[src/include/disk_cmd_regs.svh]
// Register offsets, field positions, opcodes and timing counts for the
// task-file command executor. Assumes an 8-bit task-file register port.
// What this block does
// - Opcode 90h runs internal diagnostics; the outcome lands in the error register.
// - After diagnostics the error register holds a result code, not flags.
// - Opcode E7h writes back cache; good status only after write-back ends.
// - Opcode EAh likewise commits every cached write before good status.
// - Extended registers keep current and previous bytes, chosen by high-order select.
// - Opcode 50h formats one logical track, zeroing every good sector.
// - Track format does no read-back verify; only the write pass counts.
// - Any format table is accepted, its descriptors ignored, all sectors zeroed.
// - Track layout and 1:1 interleave stay fixed whatever numbering is given.
// - Logical mode: sector bits 0-7, cyl low 8-15, cyl high 16-23, head 24-27.
// - Physical mode: cylinder registers give cylinder, head field gives head.
// - After logical format, address registers return the current address likewise.
// - Logical address beyond range ends track format with abort flag.
// - Logical mode formats the track containing the given block address.
`ifndef DISK_CMD_REGS_SVH
`define DISK_CMD_REGS_SVH

// Task-file register addresses (3-bit)
`define TF_ADDR_DATA 3'h0
`define TF_ADDR_FEATURE 3'h1
`define TF_ADDR_SECT_COUNT 3'h2
`define TF_ADDR_SECT_NUM 3'h3
`define TF_ADDR_CYL_LOW 3'h4
`define TF_ADDR_CYL_HIGH 3'h5
`define TF_ADDR_DEV_HEAD 3'h6
`define TF_ADDR_CMD 3'h7

// Opcodes
`define OPC_DIAG 8'h90
`define OPC_FLUSH 8'hE7
`define OPC_FLUSH_EXT 8'hEA
`define OPC_FORMAT_TRACK 8'h50

// Device control: high-order byte select bit
`define CTL_HOB_BIT 7

// Device/head fields
`define DH_LBA_BIT 6
`define DH_DEV_BIT 4
`define DH_HEAD_MSB 3

// Status bits
`define ST_BUSY_BIT 7
`define ST_READY_BIT 6
`define ST_SEEK_DONE_BIT 4
`define ST_ERR_BIT 0

// Error bits
`define ER_ID_NOT_FOUND_BIT 4
`define ER_ABORT_BIT 2

// Reset values
`define ERR_RESET 8'h01
`define STATUS_RESET 8'h50
`define DEV_HEAD_RESET 8'hA0

// Diagnostic result code: device passed
`define DIAG_PASS_CODE 8'h01

// Timing
`define DIAG_TIME_US 10
`define DIAG_CYCLES ((`DIAG_TIME_US * 1000) / 10)

`endif

[src/include/disk_cmd_pkg.sv]
// Types shared by the command executor and its media sequencer.
// Assumes the constants header is included alongside.
package disk_cmd_pkg;

    typedef enum logic [1:0] {
        MEDIA_NONE,
        MEDIA_FLUSH,
        MEDIA_ZERO_TRACK
    } media_op_t;

    typedef struct packed {
        logic [27:0] lba;
        logic [15:0] cylinder;
        logic [3:0] head;
        logic use_lba;
    } track_addr_t;

    typedef struct packed {
        logic valid;
        media_op_t op;
        track_addr_t addr;
    } media_req_t;

    typedef struct packed {
        logic done;
        logic fault;
        logic [27:0] last_lba;
    } media_rsp_t;

endpackage

[src/verilog/disk_cmd_exec.sv]
// Task-file command executor: diagnostics, cache flushes, track format.
// Assumes synchronous task-file strobes from the host interface logic.
`timescale 1ns/1ns
`include "disk_cmd_regs.svh"
module disk_cmd_exec #(
    parameter logic [27:0] MAX_LBA = 28'h0FFFFFF,
    parameter int SECTORS_PER_TRACK = 63,
    parameter int DIAG_CYCLES = `DIAG_CYCLES,
    parameter logic DEVICE_ID = 1'b0
) (
    // Clock and reset
    input wire logic ref_clk_i,
    input wire logic nrst_i,
    // Task-file register port
    input wire logic [2:0] tf_addr_i,
    input wire logic tf_wr_i,
    input wire logic tf_rd_i,
    input wire logic [7:0] tf_wdata_i,
    input wire logic high_order_byte_select_i,
    output logic [7:0] tf_rdata_o,
    // Diagnostic outcome from self-test logic
    input wire logic [7:0] diag_code_i,
    // Media backend
    input wire logic cache_dirty_i,
    input wire logic sector_ack_i,
    output logic write_strobe_o,
    output logic write_zero_o,
    output logic [27:0] write_lba_o,
    // Status
    output logic busy_o,
    output logic [7:0] status_o,
    output logic [7:0] error_flags_o
);
    import disk_cmd_pkg::*;

    typedef enum logic [2:0] {
        C_IDLE, C_DIAG, C_MEDIA_START, C_MEDIA_WAIT, C_FINISH
    } cmd_state_t;

    localparam logic [31:0] DIAG_LAST = 32'(DIAG_CYCLES - 1);

    cmd_state_t state_reg, state_next;
    logic [7:0] error_flags_reg, error_flags_next;
    logic [7:0] status_reg, status_next;
    logic [7:0] device_head_select_reg, device_head_select_next;
    logic [7:0] command_opcode_reg, command_opcode_next;
    // Current and previous bytes: count, sector, cyl low, cyl high
    logic [7:0] cur_reg [4], cur_next [4];
    logic [7:0] prev_reg [4], prev_next [4];
    logic [7:0] feat_reg, feat_next;
    logic [31:0] timer_reg, timer_next;
    logic [7:0] result_err_reg, result_err_next;
    logic [7:0] result_st_reg, result_st_next;
    media_req_t mreq;
    media_rsp_t mrsp;
    track_addr_t taddr;

    // Index of an address register in the current/previous arrays
    function automatic logic [1:0] addr_idx(input logic [2:0] a);
        return 2'(a - `TF_ADDR_SECT_COUNT);
    endfunction

    function automatic logic is_addr_reg(input logic [2:0] a);
        return (a >= `TF_ADDR_SECT_COUNT) && (a <= `TF_ADDR_CYL_HIGH);
    endfunction

    assign taddr.use_lba = device_head_select_reg[`DH_LBA_BIT];
    assign taddr.lba = {device_head_select_reg[`DH_HEAD_MSB:0],
                        cur_reg[3], cur_reg[2], cur_reg[1]};
    assign taddr.cylinder = {cur_reg[3], cur_reg[2]};
    assign taddr.head = device_head_select_reg[`DH_HEAD_MSB:0];

    assign mreq.valid = (state_reg == C_MEDIA_START);
    assign mreq.op = (command_opcode_reg == `OPC_FORMAT_TRACK) ? MEDIA_ZERO_TRACK
                                                               : MEDIA_FLUSH;
    assign mreq.addr = taddr;

    media_seq #(
        .SECTORS_PER_TRACK(SECTORS_PER_TRACK)
    ) u_media_seq (
        .ref_clk_i(ref_clk_i),
        .nrst_i(nrst_i),
        .req_i(mreq),
        .rsp_o(mrsp),
        .cache_dirty_i(cache_dirty_i),
        .sector_ack_i(sector_ack_i),
        .write_strobe_o(write_strobe_o),
        .write_zero_o(write_zero_o),
        .write_lba_o(write_lba_o)
    );

    // Success and abort status words, and the abort error code
    localparam logic [7:0] ST_GOOD = 8'h50;
    localparam logic [7:0] ST_BAD = 8'h51;
    localparam logic [7:0] ER_ABORT = 8'h04;

    always_comb begin
        state_next = state_reg;
        error_flags_next = error_flags_reg;
        status_next = status_reg;
        device_head_select_next = device_head_select_reg;
        command_opcode_next = command_opcode_reg;
        feat_next = feat_reg;
        timer_next = timer_reg;
        result_err_next = result_err_reg;
        result_st_next = result_st_reg;
        for (int i = 0; i < 4; i++) begin
            cur_next[i] = cur_reg[i];
            prev_next[i] = prev_reg[i];
        end
        // Host writes are ignored while busy, so executing state stays stable
        if (tf_wr_i && state_reg == C_IDLE) begin
            if (is_addr_reg(tf_addr_i)) begin
                prev_next[addr_idx(tf_addr_i)] = cur_reg[addr_idx(tf_addr_i)];
                cur_next[addr_idx(tf_addr_i)] = tf_wdata_i;
            end else if (tf_addr_i == `TF_ADDR_FEATURE) begin
                feat_next = tf_wdata_i;
            end else if (tf_addr_i == `TF_ADDR_DEV_HEAD) begin
                device_head_select_next = tf_wdata_i;
            end else if (tf_addr_i == `TF_ADDR_CMD &&
                         device_head_select_reg[`DH_DEV_BIT] == DEVICE_ID) begin
                command_opcode_next = tf_wdata_i;
                status_next[`ST_BUSY_BIT] = 1'b1;
                unique case (tf_wdata_i)
                    `OPC_DIAG: begin
                        timer_next = 32'h0;
                        state_next = C_DIAG;
                    end
                    `OPC_FLUSH, `OPC_FLUSH_EXT: begin
                        state_next = C_MEDIA_START;
                    end
                    `OPC_FORMAT_TRACK: begin
                        // Out-of-range block address aborts before any write
                        if (device_head_select_reg[`DH_LBA_BIT] && taddr.lba > MAX_LBA) begin
                            result_err_next = ER_ABORT;
                            result_st_next = ST_BAD;
                            state_next = C_FINISH;
                        end else begin
                            state_next = C_MEDIA_START;
                        end
                    end
                    default: begin
                        result_err_next = ER_ABORT;
                        result_st_next = ST_BAD;
                        state_next = C_FINISH;
                    end
                endcase
            end
        end
        unique case (state_reg)
            C_IDLE: begin
            end
            C_DIAG: begin
                if (timer_reg == DIAG_LAST) begin
                    result_err_next = diag_code_i;
                    result_st_next = ST_GOOD;
                    state_next = C_FINISH;
                end else begin
                    timer_next = timer_reg + 32'h1;
                end
            end
            C_MEDIA_START: begin
                state_next = C_MEDIA_WAIT;
            end
            C_MEDIA_WAIT: begin
                if (mrsp.done) begin
                    result_err_next = mrsp.fault ? ER_ABORT : 8'h00;
                    result_st_next = mrsp.fault ? ST_BAD : ST_GOOD;
                    if (command_opcode_reg == `OPC_FORMAT_TRACK && taddr.use_lba) begin
                        cur_next[1] = mrsp.last_lba[7:0];
                        cur_next[2] = mrsp.last_lba[15:8];
                        cur_next[3] = mrsp.last_lba[23:16];
                        device_head_select_next[`DH_HEAD_MSB:0] = mrsp.last_lba[27:24];
                    end
                    state_next = C_FINISH;
                end
            end
            C_FINISH: begin
                error_flags_next = result_err_reg;
                status_next = result_st_reg;
                state_next = C_IDLE;
            end
        endcase
    end

    always_ff @(posedge ref_clk_i or negedge nrst_i) begin
        if (!nrst_i) begin
            state_reg <= C_IDLE;
            error_flags_reg <= `ERR_RESET;
            status_reg <= `STATUS_RESET;
            device_head_select_reg <= `DEV_HEAD_RESET;
            command_opcode_reg <= 8'h00;
            feat_reg <= 8'h00;
            timer_reg <= 32'h0;
            result_err_reg <= 8'h00;
            result_st_reg <= `STATUS_RESET;
            for (int i = 0; i < 4; i++) begin
                cur_reg[i] <= 8'h00;
                prev_reg[i] <= 8'h00;
            end
        end else begin
            state_reg <= state_next;
            error_flags_reg <= error_flags_next;
            status_reg <= status_next;
            device_head_select_reg <= device_head_select_next;
            command_opcode_reg <= command_opcode_next;
            feat_reg <= feat_next;
            timer_reg <= timer_next;
            result_err_reg <= result_err_next;
            result_st_reg <= result_st_next;
            for (int i = 0; i < 4; i++) begin
                cur_reg[i] <= cur_next[i];
                prev_reg[i] <= prev_next[i];
            end
        end
    end

    // Read mux; while busy only status carries meaning
    always_comb begin
        tf_rdata_o = 8'h00;
        if (tf_rd_i) begin
            if (is_addr_reg(tf_addr_i)) begin
                tf_rdata_o = high_order_byte_select_i ? prev_reg[addr_idx(tf_addr_i)]
                                                      : cur_reg[addr_idx(tf_addr_i)];
            end else if (tf_addr_i == `TF_ADDR_FEATURE) begin
                tf_rdata_o = error_flags_reg;
            end else if (tf_addr_i == `TF_ADDR_DEV_HEAD) begin
                tf_rdata_o = device_head_select_reg;
            end else if (tf_addr_i == `TF_ADDR_CMD) begin
                tf_rdata_o = status_reg;
            end
        end
    end

    assign busy_o = status_reg[`ST_BUSY_BIT];
    assign status_o = status_reg;
    assign error_flags_o = error_flags_reg;
endmodule

[src/verilog/media_seq.sv]
// Media sequencer: runs cache write-back and single-track zeroing.
// Assumes the media backend acks each sector write with a one-cycle pulse.
`timescale 1ns/1ns
`include "disk_cmd_regs.svh"
module media_seq #(
    parameter int SECTORS_PER_TRACK = 63
) (
    // Clock and reset
    input wire logic ref_clk_i,
    input wire logic nrst_i,
    // Request and response
    input disk_cmd_pkg::media_req_t req_i,
    output disk_cmd_pkg::media_rsp_t rsp_o,
    // Media backend
    input wire logic cache_dirty_i,
    input wire logic sector_ack_i,
    output logic write_strobe_o,
    output logic write_zero_o,
    output logic [27:0] write_lba_o
);
    import disk_cmd_pkg::*;

    typedef enum logic [1:0] {S_IDLE, S_FLUSH, S_ZERO, S_DONE} seq_state_t;

    localparam logic [7:0] LAST_SECT = 8'(SECTORS_PER_TRACK - 1);

    seq_state_t state_reg, state_next;
    logic [7:0] sect_reg, sect_next;
    logic [27:0] base_reg, base_next;
    logic [27:0] lba_reg, lba_next;

    // Track base: fixed layout, 1:1 interleave, numbering ignored
    function automatic logic [27:0] track_base(input track_addr_t a);
        logic [27:0] b;
        b = 28'h0;
        if (a.use_lba) begin
            b = a.lba - (a.lba % 28'(SECTORS_PER_TRACK));
        end else begin
            b = 28'(({12'h0, a.cylinder} * 28'h10 + 28'(a.head))
                * 28'(SECTORS_PER_TRACK));
        end
        return b;
    endfunction

    always_comb begin
        state_next = state_reg;
        sect_next = sect_reg;
        base_next = base_reg;
        lba_next = lba_reg;
        unique case (state_reg)
            S_IDLE: begin
                if (req_i.valid && req_i.op == MEDIA_FLUSH) begin
                    state_next = S_FLUSH;
                end else if (req_i.valid && req_i.op == MEDIA_ZERO_TRACK) begin
                    base_next = track_base(req_i.addr);
                    sect_next = 8'h00;
                    lba_next = req_i.addr.lba;
                    state_next = S_ZERO;
                end
            end
            S_FLUSH: begin
                // Done only once nothing dirty remains
                if (!cache_dirty_i) begin
                    state_next = S_DONE;
                end
            end
            S_ZERO: begin
                // Write pass only; no verify read follows
                if (sector_ack_i) begin
                    if (sect_reg == LAST_SECT) begin
                        state_next = S_DONE;
                    end else begin
                        sect_next = sect_reg + 8'h01;
                    end
                end
            end
            S_DONE: begin
                state_next = S_IDLE;
            end
        endcase
    end

    always_ff @(posedge ref_clk_i or negedge nrst_i) begin
        if (!nrst_i) begin
            state_reg <= S_IDLE;
            sect_reg <= 8'h00;
            base_reg <= 28'h0;
            lba_reg <= 28'h0;
        end else begin
            state_reg <= state_next;
            sect_reg <= sect_next;
            base_reg <= base_next;
            lba_reg <= lba_next;
        end
    end

    assign write_strobe_o = (state_reg == S_ZERO);
    assign write_zero_o = (state_reg == S_ZERO);
    assign write_lba_o = base_reg + 28'(sect_reg);
    assign rsp_o.done = (state_reg == S_DONE);
    assign rsp_o.fault = 1'b0;
    assign rsp_o.last_lba = lba_reg;
endmodule

[config.mk]
export PLATFORM = sky130hd
export DESIGN_NAME = disk_cmd_exec
export DESIGN_NICKNAME = d
export VERILOG_FILES = /design/src/include/disk_cmd_pkg.sv /design/src/verilog/disk_cmd_exec.sv /design/src/verilog/media_seq.sv
export VERILOG_INCLUDE_DIRS = /design/src /design/src/include
export SDC_FILE = /design/constraint.sdc
export NUM_CORES = 1
export LEC_CHECK = 0
export BUFFER_PORTS_ARGS = -buffer_cell sky130_fd_sc_hd__buf_2
export CORE_MARGIN = 1
export CORE_UTILIZATION = 65
export DETAILED_ROUTE_END_ITERATION = 6
export PLACE_DENSITY = 0.83
export SETUP_SLACK_MARGIN = 0.5
export SLEW_MARGIN = 25
export SYNTH_ARGS = -nofsm -noshare
export SYNTH_HDL_FRONTEND = slang
export SYNTH_SLANG_ARGS = --single-unit
[constraint.sdc]
create_clock -name ref_clk_i -period 33.5 [get_ports ref_clk_i]
set_input_delay 6.7 -clock ref_clk_i [delete_from_list [all_inputs] [get_ports ref_clk_i]]
set_output_delay 6.7 -clock ref_clk_i [all_outputs]
set_load 0.01 [all_outputs]
Word level (Yosys, flattened, before mapping)
Index checks and enable logic that the tools add are counted.
{"block": "word_totals", "reg_bits": 213, "inputBits": 26, "out_inout_bits": 55, "word_cells": 177}
{"block": "classes", "addsub": 6, "mul": 1, "n_div": 1, "order_cmp": 5, "eq_ne": 29, "mux": 85, "bitwise": 6, "reduce_logical": 22}
{"operator": "two-way mux 32 bit", "count": 8}
{"operator": "two-way mux 8 bit", "count": 32}
{"operator": "two-way mux 24 bit", "count": 5}
{"operator": "case mux 8 bit (2 select lines)", "count": 5}
{"operator": "bitwise mux 32 bit", "count": 2}
{"operator": "adder 32 x 1 -> 32 bit (second input constant)", "count": 1}
{"operator": "binary-select mux 8 bit (select 2 bit)", "count": 2}
{"operator": "== test 32 x 10 -> 1 bit (second input constant)", "count": 1}
{"operator": "adder 28 x 8 -> 28 bit", "count": 1}
{"operator": "greater-than comparator 28 x 24 -> 1 bit (second input constant)", "count": 1}
{"operator": "remainder unit 28 x 6 -> 28 bit (second input constant)", "count": 1}
{"operator": "multiplier 28 x 6 -> 28 bit (second input constant)", "count": 1}
{"operator": "two-way mux 28 bit", "count": 1}
{"operator": "two-way mux 4 bit", "count": 7}
{"operator": "subtractor 28 bit", "count": 1}
{"operator": "== test 8 bit (second input constant)", "count": 3}
{"operator": "two-way mux 3 bit", "count": 8}
{"operator": "adder 20 x 4 -> 21 bit", "count": 1}
{"operator": "demux 8 bit (select 2 bit)", "count": 1}
{"operator": "== test 8 x 7 -> 1 bit (second input constant)", "count": 2}
{"operator": "AND reduction 5 bit", "count": 3}
{"operator": "two-way mux 2 bit", "count": 6}
{"operator": "case mux 3 bit (4 select lines)", "count": 1}
{"operator": "inequality test 2 x 1 -> 1 bit (second input constant)", "count": 5}
{"operator": "other kinds (28)", "count": 56}

Longest topological paths before layout
{"block": "depth", "word_depth": 12, "mapped_depth": 125, "depth_no_buf": 105}

By module
Synthesis repeated with hierarchy kept, for this count alone.
{"block": "unflattened", "hier_cells": 2168, "area_unflattened_um2": 19448.7}
{"mod": "media_seq", "n_inst": 1, "cells_each": 1572, "area_each_um2": 12299.3, "seq_area_each_um2": 1651.6}
{"mod": "disk_cmd_exec", "n_inst": 1, "cells_each": 596, "area_each_um2": 7149.4, "seq_area_each_um2": 3687.3}

Worst setup path after synthesis
OpenSTA, ideal clock, no wires.
{"block": "synth_timing", "path_type": "reg2reg", "start": "register cur_reg[11] (netlist name)", "end": "register u_media_seq.base_reg[27]", "setup_time_ns": 0.095, "t_arrival_ns": 24.355, "path_slack_ns": 9.050, "stages_incl_launch_ff": 117, "path_buffers": 13, "period_less_slack_ns": 24.450, "cell_sequence": "dfrtp_1 buf_4 inv_1 ha_1 nand4b_2 o211ai_2 a21oi_2 and3_4 or3_1 o22a_1 buf_4 nor3_2 mux2_2 a211o_1 a2111oi_4 a31o_2 o221ai_1 o21a_1 [... 81 more ...] nand2b_1 and2_1 o21ai_0 nand2b_1 and2_1 o21ai_0 nand2b_1 and2_1 o21ai_0 nand2b_1 a21o_1 a21o_1 a21o_1 a21oi_1 xnor2_1 xnor2_1 xnor2_1 o31ai_1"}
{"block": "synth_via", "elab_chain_cells": 3, "elab_cells_between_ends": 5, "cone_classes": "add/sub (2); mul (1); div (1); mux (1)"}
{"item": "start, declared", "line": "disk_cmd_exec.sv:48", "text": "logic [7:0] cur_reg [4], cur_next [4];"}
{"item": "start signal, assigned by index", "line": "disk_cmd_exec.sv:212", "text": "cur_reg[i] <= cur_next[i];"}
{"item": "remainder unit 28 x 6 -> 28 bit or adder 20 x 4 -> 21 bit (tied branches)", "line": "media_seq.sv:37, media_seq.sv:39"}
{"item": "subtractor 28 bit or multiplier 28 x 6 -> 28 bit (tied branches)", "line": "media_seq.sv:37, media_seq.sv:40"}
{"item": "two-way mux 28 bit *", "line": "media_seq.sv:36", "text": "if (a.use_lba) begin"}
{"item": "end signal, assigned", "line": "media_seq.sv:92", "text": "base_reg <= base_next;"}
{"item": "end, declared", "line": "media_seq.sv:29", "text": "logic [27:0] base_reg, base_next;"}
Mark *: on every way between the ends. The rest lies on a longest branch, timed or not.
A chain may end at the register's enable or synchronous reset.

Final worst setup path
{"block": "layout_timing", "start": "register cur_reg[10] (netlist name)", "end": "register u_media_seq.base_reg[27]"}
The elaborated chain is that of the path after synthesis.

==> impl_metrics.json <==
{
  "status": "complete, but fails checks",
  "failed_checks": "DRC",
  "wl_met2_um": 33300,
  "worst_hold_path.endpoint": "result_st_reg[4]$_DFF_PN1_",
  "flow.area_growth_from_synthesis_pct": 5.53,
  "core_sq_um": 36800,
  "wl_per_cell_um": 21.4,
  "clock_latency_on_the_worst_skew_pair_ns": 0.53,
  "min_path_cells": 2,
  "initial_detailed_routing_violation_count": 2345,
  "cts.sink_count": 213,
  "max-vdd-ir-drop_uv": 29.0,
  "cts_setup_buffers": 0,
  "worst_path_largest_cell_delay_ns": 0.83,
  "synth_top_cell_by_area": "sky130_fd_sc_hd__dfrtp_1",
  "netlist-cell-type-count": 142,
  "timing.critical_path.to_type": "flip-flop",
  "fraction_of_final_layout_cells_with_drive_strength_greater_than_1_pct": 11.7,
  "cp_common_cell": "sky130_fd_sc_hd__nand2b_1",
  "die_w_um": 196,
  "detailed_place_hpwl_um": 56400,
  "cp_data_required_time_ns": 33.92,
  "critical_path.slowest_cell": "sky130_fd_sc_hd__or4b_1",
  "critical_path_arrival_ns": 30.82,
  "routed-wl-met3_um": 6490,
  "postLayoutSetupSlackWorst_ns": 3.10,
  "n_fill_cell": 2900,
  "final_period_minus_worst_setup_slack_ns": 30.40,
  "power_leakage_uw": 0.0112,
  "report.final.setup_viol": 0,
  "p_clk_share_pct": 46.0,
  "maxClockFrequency_mhz": 32.9,
  "syn_nets": 3134,
  "placement.setup.worst_slack_ns": 3.65,
  "ys_seq_area_share_pct": 21.9,
  "reg2regPathDepth": 105,
  "internal-power_uw": 430,
  "clk_transition_reported_paths_ns": 0.06,
  "routed_wirelength_um": 73400,
  "synth_area_leaders": "sky130_fd_sc_hd__dfrtp_1 (21%), sky130_fd_sc_hd__ha_1 (5.6%), sky130_fd_sc_hd__xnor2_1 (5.4%)",
  "yosysWarningCount": 0,
  "layout_common_cells": "sky130_fd_sc_hd__nor2_1 (266), sky130_fd_sc_hd__nand2_1 (264), sky130_fd_sc_hd__dfrtp_1 (206)",
  "postSynthCellCount": 2941,
  "via_count_of_the_first_global_routing_pass": 22303,
  "top_layer": "met4",
  "drv_cap": 0,
  "worst_slew_margin_pct": 32.4,
  "power.sequential.fraction_pct": 46.3,
  "crit-reg2reg-launch": "cur_reg[10]$_DFF_PN0_",
  "holdCritPathClass": "flip-flop to flip-flop",
  "worstMarginPinSlew_ns": 1.00,
  "root_buffer": "sky130_fd_sc_hd__clkbuf_16",
  "finalHoldViolations": 0,
  "antenna_left": 0,
  "pin_count_of_the_biggest_net_entering_global_routing": 77,
  "postSynthAreaPerCell_sq_um": 8.30,
  "die_y_um": 196,
  "total_power_uw": 570,
  "grtUsageTotal_pct": 37.8,
  "crit_path_start_kind": "flip-flop",
  "critPathMaxFanout": 27,
  "floorplan.die_area_sq_um": 38300,
  "port_buffer_count": 80,
  "synth_area_sq_um": 24400,
  "cts_tree": "done",
  "layout.cells.most_common": "sky130_fd_sc_hd__nor2_1",
  "hold_path_startpoint": "result_st_reg[4]$_DFF_PN1_",
  "antenna_cells": 0,
  "initial_utilization_pct": 66.4,
  "synth_top_area_share_pct": 21.1,
  "synth-async-reset-ratio_pct": 100,
  "power.combinational.fraction_pct": 7.7,
  "via_per_inst": 6.99,
  "nets": 3133,
  "fin_tns_setup_ns": 0,
  "power_switching_share_pct": 24.6,
  "path_type_of_the_worst_setup_path": "flip-flop to flip-flop",
  "rows": 70,
  "grt_pass1_wl_um": 118000,
  "power.density_cell_area_nw_per_um2": 22.1,
  "remaining_global_route_overflow": 0,
  "drt_first_pass_iters": 7,
  "setup_repair_after_global_routing_missed_its_margin": "no",
  "post-route-drc-count": 7,
  "synthFlopType": "sky130_fd_sc_hd__dfrtp_1",
  "power.net_switching_uw": 140,
  "met1_length_um": 31700,
  "crit-reg2reg-capture": "u_media_seq.base_reg[27]$_DFFE_PN0P_",
  "finalWeightedCongestion": 1.01,
  "reg2reg_setup_slack_ns": 3.10,
  "num_vias": 23951,
  "drv_slew": 0,
  "clk_path_buf_depth": 3,
  "grt_antenna_before_repair": 0,
  "final.setup_skew_ns": 0.00933,
  "yosys_register_bits": 213,
  "total_cts_buffers": 24,
  "synth_enable_flop_cells": 0,
  "h-tree-depth": 1,
  "min_period_over_period_pct": 90.7,
  "ios": 81
}
==> critical path, delay by kind of cell, from the launching register on <==
family / cells / cell delay (ns)
AO/OA/AOI/OAI: 46 / 14.30
AND/OR/NAND/NOR: 43 / 10.75
multiplexers: 5 / 2.00
XOR/XNOR: 5 / 1.12
adder cells (fa/ha/maj): 3 / 0.77
flip-flops: 1 / 0.73
buffers and inverters: 3 / 0.55
==> cells in the mapped netlist, types with 11 or more instances <==
cell	count
sky130_fd_sc_hd__nand2b_1	39
sky130_fd_sc_hd__a211o_1	12
sky130_fd_sc_hd__inv_1	103
sky130_fd_sc_hd__o21bai_1	29
sky130_fd_sc_hd__a311oi_1	13
sky130_fd_sc_hd__or3_1	24
sky130_fd_sc_hd__nand3_1	120
sky130_fd_sc_hd__nor2_1	267
sky130_fd_sc_hd__mux2_2	71
sky130_fd_sc_hd__and3_1	34
sky130_fd_sc_hd__xor2_1	49
sky130_fd_sc_hd__ha_1	110
sky130_fd_sc_hd__dfrtp_1	206
sky130_fd_sc_hd__fa_1	57
sky130_fd_sc_hd__nor2b_1	24
sky130_fd_sc_hd__or2_2	14
sky130_fd_sc_hd__o21a_1	18
sky130_fd_sc_hd__o22ai_1	20
sky130_fd_sc_hd__o21ai_0	183
sky130_fd_sc_hd__mux2i_1	70
sky130_fd_sc_hd__nor4_1	21
sky130_fd_sc_hd__or4_1	11
sky130_fd_sc_hd__a21oi_1	163
sky130_fd_sc_hd__mux4_2	16
sky130_fd_sc_hd__xnor2_1	150
sky130_fd_sc_hd__buf_2	12
sky130_fd_sc_hd__buf_4	22
sky130_fd_sc_hd__nand2_1	264
sky130_fd_sc_hd__a21o_1	38
sky130_fd_sc_hd__o21ai_1	25
sky130_fd_sc_hd__o31ai_1	22
sky130_fd_sc_hd__nor3_1	92
sky130_fd_sc_hd__and2_1	53
sky130_fd_sc_hd__nand4_1	50
sky130_fd_sc_hd__a31oi_1	41
sky130_fd_sc_hd__o211ai_1	44
sky130_fd_sc_hd__a211oi_1	42
sky130_fd_sc_hd__a22o_1	14
sky130_fd_sc_hd__clkbuf_1	71
==> timing repair <==
action	CTS	global route
setup endpoints to repair	0	1
hold buffers	0	0
gates resized for setup	0	1
==> metal layers <==
metal,up-vias,GRT usage (%)
li1,10965,-
met1,11574,53.9
met2,1257,60.7
met3,155,5.09
met4,0,9.11
met5,-,0
==> stage by stage <==
step | util, % | instance area [sq um] | instances | hold slack, ns
2_1_floorplan | - | 24400 | 2941 | 0.437
3_3_place_gp | 67.7 | 24900 | 3381 | 0.447
3_5_place_dp | 67.7 | 24900 | 3381 | 0.461
4_1_cts | 69.9 | 25700 | 3425 | 0.470
5_1_grt | 70.0 | 25800 | 3426 | 0.480
6_report | 70.0 | 25800 | 3426 | 0.470
==> cell families (layout without fill, tap and decap cells) <==
| family | count (synthesis) | count (layout) | share of synthesized area [%] |
|---|---|---|---|
| and+or+nand+nor | 1111 | 1111 | 23.5 |
| AOI/OAI and AO/OA | 851 | 851 | 24.6 |
| buffers and inverters | 231 | 248 | 4.32 |
| DFF | 213 | 213 | 21.9 |
| xor gates and xnor gates | 201 | 201 | 7.27 |
| adders and majority gates | 170 | 170 | 10.4 |
| muxes | 164 | 164 | 8.01 |
==> power groups by stage <==
stage / logic (uW) / registers (uW) / clock network, uW
floorplan: 25.9 / 268 / 0
CTS: 43.3 / 264 / 265
finish: 43.8 / 264 / 263
global route: 48.6 / 264 / 277
detailed placement: 42.6 / 268 / 0
global placement: 40.7 / 268 / 0
==> layout make-up <==
class,instances,area (sq um),area share (%)
clock inverter,10,136,0.530
timing repair buffer,98,567,2.20
sequential,213,5340,20.7
inverter,106,398,1.54
multi-input combinational,2497,18100,70.2
tap,468,586,2.27
clock buffer,34,658,2.56
==> worst max-delay path by stage <==
stage / depth (start not counted) / endpoint / slack, ns / start
global route: 104 / u_media_seq.base_reg[27]$_DFFE_PN0P_ / 0.79 / cur_reg[10]$_DFF_PN0_
detailed placement: 105 / u_media_seq.base_reg[27]$_DFFE_PN0P_ / 3.65 / cur_reg[10]$_DFF_PN0_
finish: 105 / u_media_seq.base_reg[27]$_DFFE_PN0P_ / 3.10 / cur_reg[10]$_DFF_PN0_
global placement: 105 / u_media_seq.base_reg[27]$_DFFE_PN0P_ / 4.28 / cur_reg[10]$_DFF_PN0_
floorplan: 116 / u_media_seq.base_reg[27]$_DFFE_PN0P_ / 9.05 / cur_reg[11]$_DFF_PN0_
CTS: 105 / u_media_seq.base_reg[27]$_DFFE_PN0P_ / 3.57 / cur_reg[10]$_DFF_PN0_
Power figures use the tool's default switching activity.
